<file path="config.mk">
export PLATFORM = sky130hd
export DESIGN_NAME = core_status_flags
export DESIGN_NICKNAME = d
export VERILOG_FILES = /design/src/core/core_status_pkg.sv /design/src/core/core_status_flags.sv
export SDC_FILE = /design/constraint.sdc
export NUM_CORES = 1
export LEC_CHECK = 0
export ABC_AREA = 1
export BUFFER_PORTS_ARGS = -buffer_cell sky130_fd_sc_hd__buf_2
export CORE_MARGIN = 1
export CORE_UTILIZATION = 52
export CTS_CLUSTER_SIZE = 12
export DETAILED_ROUTE_END_ITERATION = 16
export PLACE_DENSITY = 0.79
export SYNTH_ARGS = -nofsm -noshare
export SYNTH_HDL_FRONTEND = slang
export SYNTH_SLANG_ARGS = --single-unit
</file>
<file path="constraint.sdc">
create_clock -name clock -period 1.64 [get_ports clock]
set_input_delay 0.492 -clock clock [delete_from_list [all_inputs] [get_ports clock]]
set_output_delay 0.492 -clock clock [all_outputs]
set_load 0.1 [all_outputs]
</file>
<file path="src/core/core_status_pkg.sv">
// package: status register layout, op codes and data memory bank layout constants
package core_status_pkg;
  // ****************************************
  // status register layout
  // ****************************************
  localparam int unsigned status_width = 8;
  localparam int unsigned bit_carry = 0;
  localparam int unsigned bit_digit_carry = 1;
  localparam int unsigned bit_zero = 2;
  localparam int unsigned bit_powerdown = 3;
  localparam int unsigned bit_timeout = 4;
  localparam logic [2:0] upper_reset = 3'h0; // unimplemented bits read zero
  localparam logic flag_reset = 1'h0; // arithmetic flags after reset
  localparam logic timeout_reset = 1'h1; // watchdog time-out flag after power-up
  localparam logic powerdown_reset = 1'h1; // power-down flag after power-up
  // ****************************************
  // bank layout, offsets within a 128-byte bank
  // ****************************************
  localparam logic [6:0] core_reg_count = 7'h0c; // core registers 0x00..0x0b
  localparam logic [6:0] status_offset = 7'h03; // status register within the core block
  localparam logic [6:0] periph_first = 7'h0c; // peripheral area start
  localparam logic [6:0] periph_last = 7'h1f; // peripheral area end, 20 bytes
  localparam logic [6:0] ram_first = 7'h20; // general ram start
  localparam logic [6:0] ram_last = 7'h6f; // general ram end, 80 bytes
  localparam logic [6:0] common_first = 7'h70; // common ram start, 16 bytes
  localparam logic [15:0] linear_base = 16'h2000; // base of linear general ram window
  localparam int unsigned ram_per_bank = 80;
  // ****************************************
  // operations steering the flags
  // ****************************************
  typedef enum logic [3:0] {
    op_none = 4'h0, op_add = 4'h1, op_sub = 4'h2, op_logic = 4'h3, op_clear_file = 4'h4,
    op_rotate_left = 4'h5, op_rotate_right = 4'h6, op_watchdog_clear = 4'h7, op_sleep = 4'h8,
    op_move = 4'h9
  } op_t;
  // ****************************************
  // region decoded from an address
  // ****************************************
  typedef enum logic [2:0] {
    reg_core = 3'h0, reg_periph = 3'h1, reg_ram = 3'h3, reg_common = 3'h2, reg_none = 3'h6
  } region_t;
endpackage : core_status_pkg

</file>
<file path="src/core/core_status_flags.sv">
// design: core status register, flag logic and data memory bank decode
`timescale 1ns/10ps
`default_nettype none
// Behaviour
// RL1 - clear of status zeroes upper, sets zero
// RL2 - status destination blocks writes to arithmetic flags; code blocks them only for flag-updating ops, a move writes them
// RL3 - software cannot write time-out or power-down
// RL4 - time-out set by power-up, clear, sleep
// RL5 - power-down set power-up/clear, cleared by sleep
// RL6 - zero flag follows result equal zero
// RL7 - digit carry from bit three, carry from msb
// RL8 - borrow reported inverted: one means none
// RL9 - subtract by adding two's complement
// RL10 - rotates load carry from msb or lsb
// RL11 - top three status bits read zero
// RL12 - core registers at first twelve bank addresses
// RL13 - peripheral area x0c..x1f every bank
// RL14 - up to eighty general ram bytes per bank
// RL15 - sixteen common bytes shared by all banks
// RL16 - file pointer reaches general ram linearly
module core_status_flags #(
  parameter int unsigned data_width = 8, // alu width
  parameter int unsigned bank_bits = 5 // number of bank select bits
) (
  input wire logic clock, // core clock, 250 MHz
  input wire logic resetn, // asynchronous power-up reset, active low
  input wire logic enable, // clock enable, freezes all state when low
  input wire logic exec, // one instruction executes this cycle
  input wire logic [3:0] op, // operation, a core_status_pkg::op_t code
  input wire logic [data_width-1:0] operand_a, // first operand, source register for rotates
  input wire logic [data_width-1:0] operand_b, // second operand
  input wire logic dest_is_status, // instruction writes its result to the status register
  input wire logic timeout_event, // watchdog timer expired
  input wire logic [11:0] mem_addr, // banked data address: bank and 7-bit offset
  input wire logic [15:0] file_pointer, // linear pointer value
  output logic [7:0] core_status_ff, // status register as read
  output logic [data_width-1:0] result_ff, // alu result
  output logic [2:0] region_ff, // region decoded from mem_addr
  output logic [10:0] ram_index_ff, // physical ram index for mem_addr
  output logic [10:0] linear_index_ff, // physical ram index for file_pointer
  output logic linear_hit_ff // file_pointer falls in the linear ram window
);
  // ****************************************
  // checks
  // ****************************************
  // refused at elaboration: the flag logic is written for an 8-bit alu
  if (data_width != 8) begin : g_width_check
    $error("data_width must be 8");
  end
  // mem_addr carries five bank bits, so more banks cannot be reached
  if (bank_bits < 1 || bank_bits > 5) begin : g_bank_check
    $error("bank_bits must be 1..5");
  end

  // ****************************************
  // helper functions
  // ****************************************
  // region of a bank offset, used for direct decode
  function automatic logic [2:0] region_of(input logic [6:0] off);
    if (off < core_status_pkg::core_reg_count) region_of = 3'(core_status_pkg::reg_core); // [RL12]
    else if (off <= core_status_pkg::periph_last) region_of = 3'(core_status_pkg::reg_periph); // [RL13]
    else if (off <= core_status_pkg::ram_last) region_of = 3'(core_status_pkg::reg_ram); // [RL14]
    else region_of = 3'(core_status_pkg::reg_common); // [RL15]
  endfunction : region_of

  // ****************************************
  // alu: add, subtract, logic, rotate
  // ****************************************
  logic [4:0] low_sum; // low nibble sum, bit 4 is digit carry
  logic [8:0] full_sum; // full sum, bit 8 is carry
  logic [7:0] addend; // operand b or its two's complement
  logic [7:0] nxt_result;
  logic nxt_c, nxt_digit, upd_c, upd_digit, upd_z;
  logic [7:0] nxt_status;
  core_status_pkg::op_t op_q;

  always_comb begin
    op_q = core_status_pkg::op_t'(op);
    // subtraction adds the two's complement, so carry reads as not-borrow
    addend = (op_q == core_status_pkg::op_sub) ? 8'(~operand_b + 8'h01) : operand_b; // [RL9] [RL8]
    low_sum = {1'b0, operand_a[3:0]} + {1'b0, addend[3:0]};
    full_sum = {1'b0, operand_a} + {1'b0, addend};
    // a zero subtrahend gives complement 0 with no carry; force no-borrow
    if (op_q == core_status_pkg::op_sub && operand_b == 8'h00) begin // [RL8]
      low_sum[4] = 1'b1;
      full_sum[8] = 1'b1;
    end
    nxt_result = operand_a;
    nxt_c = core_status_ff[core_status_pkg::bit_carry];
    nxt_digit = core_status_ff[core_status_pkg::bit_digit_carry];
    upd_c = 1'b0;
    upd_digit = 1'b0;
    upd_z = 1'b0;
    case (op_q)
      core_status_pkg::op_add, core_status_pkg::op_sub: begin
        nxt_result = full_sum[7:0];
        nxt_digit = low_sum[4]; // [RL7]
        nxt_c = full_sum[8]; // [RL7]
        upd_c = 1'b1;
        upd_digit = 1'b1;
        upd_z = 1'b1;
      end
      core_status_pkg::op_logic: begin
        nxt_result = operand_a & operand_b;
        upd_z = 1'b1;
      end
      core_status_pkg::op_clear_file: begin
        nxt_result = 8'h00;
        upd_z = 1'b1;
      end
      core_status_pkg::op_rotate_left: begin
        nxt_result = {operand_a[6:0], core_status_ff[core_status_pkg::bit_carry]};
        nxt_c = operand_a[7]; // [RL10]
        upd_c = 1'b1;
      end
      core_status_pkg::op_rotate_right: begin
        nxt_result = {core_status_ff[core_status_pkg::bit_carry], operand_a[7:1]};
        nxt_c = operand_a[0]; // [RL10]
        upd_c = 1'b1;
      end
      core_status_pkg::op_move: begin
        nxt_result = operand_b;
      end
      default: begin
        nxt_result = operand_a;
      end
    endcase
  end

  // ****************************************
  // next status value
  // ****************************************
  always_comb begin
    nxt_status = core_status_ff;
    if (exec) begin
      // an op that touches any arithmetic flag blocks the data write to all three
      if (dest_is_status && !(upd_c || upd_digit || upd_z)) begin
        nxt_status[core_status_pkg::bit_carry] = nxt_result[core_status_pkg::bit_carry]; // [RL2]
        nxt_status[core_status_pkg::bit_digit_carry] = nxt_result[core_status_pkg::bit_digit_carry]; // [RL2]
        nxt_status[core_status_pkg::bit_zero] = nxt_result[core_status_pkg::bit_zero]; // [RL2]
      end
      if (upd_c) nxt_status[core_status_pkg::bit_carry] = nxt_c;
      if (upd_digit) nxt_status[core_status_pkg::bit_digit_carry] = nxt_digit;
      if (upd_z) nxt_status[core_status_pkg::bit_zero] = (nxt_result == 8'h00); // [RL6] [RL1]
      if (op_q == core_status_pkg::op_watchdog_clear) begin
        nxt_status[core_status_pkg::bit_timeout] = 1'b1; // [RL4]
        nxt_status[core_status_pkg::bit_powerdown] = 1'b1; // [RL5]
      end
      if (op_q == core_status_pkg::op_sleep) begin
        nxt_status[core_status_pkg::bit_timeout] = 1'b1; // [RL4]
        nxt_status[core_status_pkg::bit_powerdown] = 1'b0; // [RL5]
      end
    end
    // time-out event wins over an instruction in the same cycle
    if (timeout_event) nxt_status[core_status_pkg::bit_timeout] = 1'b0; // [RL4]
    nxt_status[7:5] = core_status_pkg::upper_reset; // [RL11] [RL1]
  end

  // ****************************************
  // status register; bits 4:3 never take written data
  // ****************************************
  always_ff @(posedge clock or negedge resetn) begin
    if (!resetn) begin
      core_status_ff <= {core_status_pkg::upper_reset, core_status_pkg::timeout_reset,
                         core_status_pkg::powerdown_reset, core_status_pkg::flag_reset,
                         core_status_pkg::flag_reset, core_status_pkg::flag_reset}; // [RL4] [RL5]
    end else if (enable) begin
      core_status_ff <= nxt_status; // [RL3]
    end
  end

  // alu result register
  always_ff @(posedge clock or negedge resetn) begin
    if (!resetn) begin
      result_ff <= '0;
    end else if (enable && exec) begin
      result_ff <= nxt_result;
    end
  end

  // ****************************************
  // bank decode, direct and linear
  // ****************************************
  logic [15:0] lin_off; // offset into the linear window
  logic [10:0] lin_bank; // 80-byte chunk number
  logic [6:0] lin_byte; // byte within chunk
  always_comb begin
    lin_off = 16'(file_pointer - core_status_pkg::linear_base);
    lin_bank = 11'(lin_off / 16'(core_status_pkg::ram_per_bank));
    lin_byte = 7'(lin_off % 16'(core_status_pkg::ram_per_bank));
  end

  // decode registers, banked ram packs 80 bytes per bank, common ram at index 512, where 32 times 80 wraps in 11 bits
  always_ff @(posedge clock or negedge resetn) begin
    if (!resetn) begin
      region_ff <= 3'(core_status_pkg::reg_none);
      ram_index_ff <= '0;
      linear_index_ff <= '0;
      linear_hit_ff <= 1'b0;
    end else if (enable) begin
      region_ff <= region_of(mem_addr[6:0]);
      if (mem_addr[6:0] >= core_status_pkg::common_first) begin
        // same storage whatever the bank
        ram_index_ff <= 11'(32 * core_status_pkg::ram_per_bank) + 11'(mem_addr[3:0]); // [RL15]
      end else begin
        // widen before multiplying: bank times 80 does not fit in seven bits
        ram_index_ff <= 11'(mem_addr[11:7]) * 11'(core_status_pkg::ram_per_bank) +
                        11'(mem_addr[6:0]) - 11'(core_status_pkg::ram_first); // [RL14]
      end
      // linear window concatenates each bank's general ram with no gaps
      linear_hit_ff <= (file_pointer >= core_status_pkg::linear_base) &&
                       (lin_bank < 11'(1 << bank_bits)); // [RL16]
      linear_index_ff <= 11'(lin_bank * 7'(core_status_pkg::ram_per_bank)) + 11'(lin_byte); // [RL16]
    end
  end

  // ****************************************
  // checks on the flag behaviour
  // ****************************************
  upper_zero_a: assert property (@(posedge clock) disable iff (!resetn)
    core_status_ff[7:5] == 3'h0) else $error("upper status bits not zero"); // [RL11]
  clear_status_a: assert property (@(posedge clock) disable iff (!resetn)
    enable && exec && op == 4'(core_status_pkg::op_clear_file) && dest_is_status && !timeout_event
    |=> core_status_ff[2] && core_status_ff[4:3] == $past(core_status_ff[4:3])
        && core_status_ff[1:0] == $past(core_status_ff[1:0])) else $error("clear of status wrong"); // [RL1]
  timeout_clear_a: assert property (@(posedge clock) disable iff (!resetn)
    enable && timeout_event |=> !core_status_ff[4]) else $error("time-out flag not cleared"); // [RL4]
  sleep_flags_a: assert property (@(posedge clock) disable iff (!resetn)
    enable && exec && op == 4'(core_status_pkg::op_sleep) && !timeout_event
    |=> core_status_ff[4:3] == 2'h2) else $error("sleep flags wrong"); // [RL5]
  wdclear_flags_a: assert property (@(posedge clock) disable iff (!resetn)
    enable && exec && op == 4'(core_status_pkg::op_watchdog_clear) && !timeout_event
    |=> core_status_ff[4:3] == 2'h3) else $error("watchdog clear flags wrong"); // [RL4]
  sticky_reset_a: assert property (@(posedge clock) disable iff (!resetn)
    enable && !timeout_event && !(exec && (op == 4'(core_status_pkg::op_sleep) ||
      op == 4'(core_status_pkg::op_watchdog_clear)))
    |=> $stable(core_status_ff[4:3])) else $error("reset flags written"); // [RL3]
  zero_flag_a: assert property (@(posedge clock) disable iff (!resetn)
    enable && exec && op == 4'(core_status_pkg::op_logic)
    |=> core_status_ff[2] == (result_ff == 8'h00)) else $error("zero flag mismatch"); // [RL6]
  sub_borrow_a: assert property (@(posedge clock) disable iff (!resetn)
    enable && exec && op == 4'(core_status_pkg::op_sub)
    |=> core_status_ff[0] == ($past(operand_a) >= $past(operand_b))) else $error("borrow wrong"); // [RL8]
  add_carry_a: assert property (@(posedge clock) disable iff (!resetn)
    enable && exec && op == 4'(core_status_pkg::op_add)
    |=> core_status_ff[0] == (9'($past(operand_a)) + 9'($past(operand_b)) > 9'h0ff))
    else $error("carry wrong"); // [RL7]
  rotate_left_a: assert property (@(posedge clock) disable iff (!resetn)
    enable && exec && op == 4'(core_status_pkg::op_rotate_left)
    |=> core_status_ff[0] == $past(operand_a[7])) else $error("rotate carry wrong"); // [RL10]
endmodule : core_status_flags
`default_nettype wire

</file>
==> results summary, run 1 <==
Entering global routing, the biggest net connects 40 pins. The congestion estimate from routability-driven global placement came to 0.977. The synthesized area per cell came out at 6.65 µm². The first error in the log reads "[ERROR DPL-0038] Utilization greater than 100%, impossible to legalize". The fraction of the mapped netlist area in adder cells is 10.7%.

The count of flip-flops with a built-in enable after synthesis came out at 0. The count of standard-cell rows came out at 35. The number of clock buffers inserted by TritonCTS is 5. The multiplexer fraction of the synthesized cell area came out at 0.204%. Clock tree synthesis selected as its root buffer the cell clkbuf_8. The combined area of all synthesized cells is 4920 µm². The buffer depth of the longest clock path came out at 2.

By area the synthesized netlist is led by dfrtp_1 (18%), nand2_1 (13%), ha_1 (8.7%). Measured along the y axis, the die boundary spans 99.2 µm. The proportion of netlist area held by the largest area contributor is 17.8%. The flow stopped in global routing. The cell count after synthesis came out at 739.

The count of yosys warnings during synthesis is 0. The share of synthesized cell area in and, or, nand and nor gates came out at 39.4%. The number of hold-repair buffers added at the cts stage came out at 0. For this configuration, the core starts out at a cell density of 53.5%. The clock sink count is 39. Counting flops with an async set or reset pin after synthesis yields a share of 100%. The kind of the worst endpoint is a sequential cell input. The synthesized netlist devotes 13.9% of its cell area to compound gates.

The flow did not finish. After synthesis the netlist holds a flip-flop and latch count of 39. The total of buffers placed on input and output ports came out at 92. The dominant cell type by area after synthesis is dfrtp_1.

The width of the die came out at 99.2 µm. Sorting the synthesized cells by how often they occur yields nand2_1 (175), inv_1 (112), nor2_1 (64), nand3_1 (50), dfrtp_1 (35). Before CTS, the worst setup slack after placement is -5.28 ns.

The number of I/O pins came out at 96. By area, the combinational part of the netlist is dominated by simple AND/OR/NAND/NOR gates. When the global-route repair_timing finished, the worst setup path ended at linear_index_ff[10]$_DFFE_PN0P_/D. After synthesis, the netlist uses 57 different library cells. The wire-length estimate of the detail-placed layout is 13200 µm. The synthesized netlist devotes 4.45% of its cell area to XOR and XNOR gates. The commonest register cell after synthesis is dfrtp_1. The clock tree synthesis step divided the H-tree into 2 levels.

The portion of the post-synthesis area used by sequential elements is 19.9%. nand2_1 is the most common cell in the netlist.
## kinds of logic after synthesis
| group | count (synthesis) |
|---|---|
| AO/OA/AOI/OAI | 103 |
| XOR/XNOR | 25 |
| adder cells (fa/ha/maj) | 39 |
| buffers and inverters | 145 |
| flip-flops | 39 |
| multiplexers | 1 |
| other | 1 |
| AND/OR/NAND/NOR | 386 |
## repair_timing
| action | 4_1_cts |
|---|---|
| cloned | 1 |
| endpoints found under the setup margin | 24 |
| gates resized for setup | 153 |
| setup buffers | 65 |
| pin swaps | 103 |
## per-stage QoR
| step | cell area (µm²) | utilization (%) | TNS (ns) | hold slack [ns] | std cells |
|---|---|---|---|---|---|
| 2_1_floorplan | 5230 | - | -35.46 | 0.196 | 741 |
| 3_3_place_gp | 7240 | 78.8 | -46.01 | 0.452 | 1119 |
| 3_5_place_dp | 7240 | 78.8 | -49.78 | 0.455 | 1119 |
| 4_1_cts | 8330 | 90.6 | -41.70 | 0.171 | 1180 |
==> run 2: changes to the inputs <==
--- a/config.mk
+++ b/config.mk
@@ -8,10 +8,9 @@
 export ABC_AREA = 1
 export BUFFER_PORTS_ARGS = -buffer_cell sky130_fd_sc_hd__buf_2
 export CORE_MARGIN = 1
-export CORE_UTILIZATION = 52
-export CTS_CLUSTER_SIZE = 12
+export CORE_UTILIZATION = 40
 export DETAILED_ROUTE_END_ITERATION = 16
-export PLACE_DENSITY = 0.79
+export PLACE_DENSITY_LB_ADDON = 0.15
 export SYNTH_ARGS = -nofsm -noshare
 export SYNTH_HDL_FRONTEND = slang
 export SYNTH_SLANG_ARGS = --single-unit
==> constraint.sdc (replaced) <==
create_clock -name clock -period 2.1 [get_ports clock]
set_input_delay 0.63 -clock clock [delete_from_list [all_inputs] [get_ports clock]]
set_output_delay 0.63 -clock clock [all_outputs]
set_load 0.1 [all_outputs]
==> run 2 against run 1 <==
Synthesized area unchanged. The flow now finishes, with violations (setup timing). Synthesized cell count unchanged.
==> results summary, run 2 <==
The width of the die came out at 113 µm (was 99.2 µm). The half-perimeter wire length after detailed placement is 12600 µm (was 13200 µm). The floorplan die area is 12700 µm². The final weighted congestion of routability-driven global placement came out at 0.907 (was 0.977). The final routed wire length divided by cell count came out at 13.3 µm.

The dominant cell type by area after synthesis is dfrtp_1 (unchanged). The proportion of netlist area held by the largest area contributor was 17.8% (unchanged). Across the run, the number of max-cap violations was 0. In the final layout, the share of cells above drive strength 1 is 52.6%. Wires add up to 16100 µm.

Leaving out fill and tap cells, the most frequent cell in the layout is buf_4. The number of antenna-violating nets in the routed design came out at 0. The root buffer cell is clkbuf_16 (was clkbuf_8).

The critical path starts at file_pointer[13]. The floorplan step defined a core boundary enclosing 12000 µm². The count of yosys warnings during synthesis is 0 (unchanged). The flop-to-flop setup slack is 0.38 ns. Most frequent cells after synthesis: nand2_1 (175), inv_1 (112), nor2_1 (64), nand3_1 (50), dfrtp_1 (35) (unchanged).

The portion of the post-synthesis area used by sequential elements was 19.9% (unchanged). For this design, the slowest cell found on the critical path is fa_1. In the layout the commonest cells are buf_4 (222), nand2_1 (151), inv_1 (93), buf_2 (83), nand3_1 (46). The final critical-path share of the clock period came out at 317%. The delay of the slowest cell on the worst path is 0.39 ns. The later pin in the worst-skew pair is clocked with a latency of 0.28 ns. The time the final worst path needs with I/O delays and setup came out at 6.66 ns.

For this design the ratio of total power to cell area is 1790 nW/µm². The maximum clock skew at final layout is 0.000279 ns. The number of global-route vias before repair was 5990. The startpoint identified for the worst register-to-register timing path is core_status_ff[0]$_DFFE_PN0P_.

The final number of max-transition violations is 0. The most frequently used cell type in the post-synthesis netlist is nand2_1 (unchanged). Top cells by area in the synthesized netlist: dfrtp_1 (18%), nand2_1 (13%), ha_1 (8.7%) (unchanged).

The cell area reported after detailed placement was 7240 µm² (about the same). The design area came out at 8370 µm². Global routing used 24.4% of the available tracks. The first-pass iteration count of the detailed router is 5. The number of clock buffers inserted by TritonCTS came to 5 (unchanged). The via total after detailed routing is 6061. Setup repair after global routing could not meet its margin everywhere.

The cell that appears most often on the critical path is nand2_4. For the pin with the worst max-slew slack, the measured transition is 0.524 ns. The count of standard-cell rows is 40 (was 35). The overall power is 15.0 mW. The number of antenna violations at the first check in global routing is 0. The number of I/O pins is 96 (unchanged). Once routing completed, OpenROAD measured the worst setup slack at -4.56 ns. The leakage power figure came out at 4.38 nW.

The number of fillers in the final layout is 979. The largest registers in the layout are linear_index_ff: 11 flops, ram_index_ff: 11 flops, result_ff: 8 flops. For this block, the initial DRC count from the detailed router was 269. The signal arrival time at the worst endpoint is 6.83 ns.

The count of cells along the worst register-to-register path came out at 7. The share of synthesized flip-flops with an asynchronous set or reset was 100% (unchanged). The number of hold-repair buffers added at the cts stage came out at 0 (unchanged).

STA classifies the critical path startpoint as a primary input. The routed via count divided by cell count is 5.00. The number of library cell types mapped by synthesis is 57 (unchanged). The H-tree depth is 2 (unchanged).

Clock-pin slew was measured on the worst setup and hold paths at 0.06 ns. The combined area of all synthesized cells came to 4920 µm² (unchanged). The total of buffers placed on input and output ports is 92 (unchanged).

The commonest register cell after synthesis was dfrtp_1 (unchanged). The overall overflow remaining after global route is 0. The final number of hold-violating endpoints came out at 0. The antenna diode count is 0. TritonCTS built the clock tree. The flip-flop and latch count after synthesis came out at 39 (unchanged).

The number of nets in the layout came out at 1158. The global-route wire length before repair came out at 26000 µm. The multi-input combinational cell area came out at 4190 µm². Setup violations remaining at the end of the flow were counted as 20. The maximum vdd drop is 1240 µV.

The kind of critical path is in2reg. Status: complete, but fails checks (was did not finish). The checks that failed: setup timing. Based on the critical path, the design can be clocked at up to 150 MHz. The buffer depth of the longest clock path came out at 2 (unchanged). The area of all sequential standard cells came out at 981 µm². The vertical die dimension is 113 µm (was 99.2 µm). The worst hold path belongs to the class in2async.

The effective utilization at floorplan is 40.9% (was 53.5%). The number of instances in the synthesized netlist is 739 (unchanged). The synthesized area per cell came out at 6.65 µm² (unchanged). STA classifies the critical path endpoint as a register. The clock sink count came to 39 (unchanged). The largest net degree at the start of global routing is 40. The required time at the endpoint of the critical path came out at 2.27 ns.

The count of flip-flops with a built-in enable after synthesis was 0 (unchanged). The normalized max-slew margin is 65.3%. The layout-stage area growth over the synthesis result came out at 70.2%.

After detailed routing, the number of remaining DRC violations is 0. The critical-path maximum fanout came out at 8.
## run 2: cell counts after synthesis
No cell type changed its count.
## run 2: worst paths after layout
path,to
setup / recovery,linear_index_ff[10]$_DFFE_PN0P_
hold / removal,region_ff[0]$_DFFE_PN0P_
setup reg to reg,core_status_ff[2]$_DFFE_PN0P_
hold reg to reg,region_ff[2]$_DFFE_PN1P_
max in group asynchronous,region_ff[1]$_DFFE_PN1P_
min in group clock,region_ff[2]$_DFFE_PN1P_
## run 2: final cells by class
class,instances,share of cell area (%)
Clock buffer,8,1.87
Tap cell,147,2.20
Inverter,137,6.46
Timing Repair Buffer,324,27.6
Sequential cell,39,11.7
Multi-Input combinational cell,558,50.1
## run 2: per-layer routing
layer | global-route usage, % | vias up | routed length (µm)
li1 | - | 3051 | -
met1 | 28.3 | 2831 | 6710
met2 | 48.1 | 140 | 8640
met3 | 1.98 | 39 | 429
met4 | 6.05 | 0 | 357
met5 | 0 | - | 0
## run 2: repair_timing
item	CTS	global route
setup endpoints to repair	20	21
buffers inserted	27	19
gates resized for setup	77	85
cloned	1	0
pin swaps	45	49
## run 2: cells by family (layout without fill, tap and decap cells)
logic type,Yosys count,in the layout,share of synthesized area [%]
simple gates,386,387,39.4
buf+inv,145,469,11.3
compound gates,103,103,13.9
fa+ha+maj,39,39,10.7
flops,39,39,19.9
xor+xnor,25,25,4.45
other cells,1,3,0.0763
mux,1,1,0.204
## run 2: worst max-delay path, delay by kind of cell
family,cells,cell delay [ns]
simple gates,29,2.80
xor+xnor,4,0.66
buf+inv,10,0.83
compound gates,4,0.71
fa+ha+maj,4,1.17
## run 2: stage by stage
| stage | util [%] | TNS, ns | std cells | hold WS (ns) | setup WS [ns] |
|---|---|---|---|---|---|
| after global placement | 60.3 | -39.54 | 1167 | 0.427 | -4.56 |
| after detailed placement | 60.3 | -42.02 | 1167 | 0.439 | -4.83 |
| final | 69.7 | -34.71 | 1213 | 0.409 | -4.56 |
| after CTS | 65.7 | -32.68 | 1198 | 0.426 | -4.43 |
| after global routing | 69.7 | -38.93 | 1213 | 0.451 | -5.02 |
| after floorplan | - | -28.90 | 741 | 0.334 | -4.23 |
## run 2: report_power, final
| group | internal [mW] | switching (mW) |
|---|---|---|
| clock | 0.505 | 0.279 |
| combinational | 5.73 | 7.41 |
| sequential | 0.945 | 0.106 |
Power figures use the tool's default switching activity.
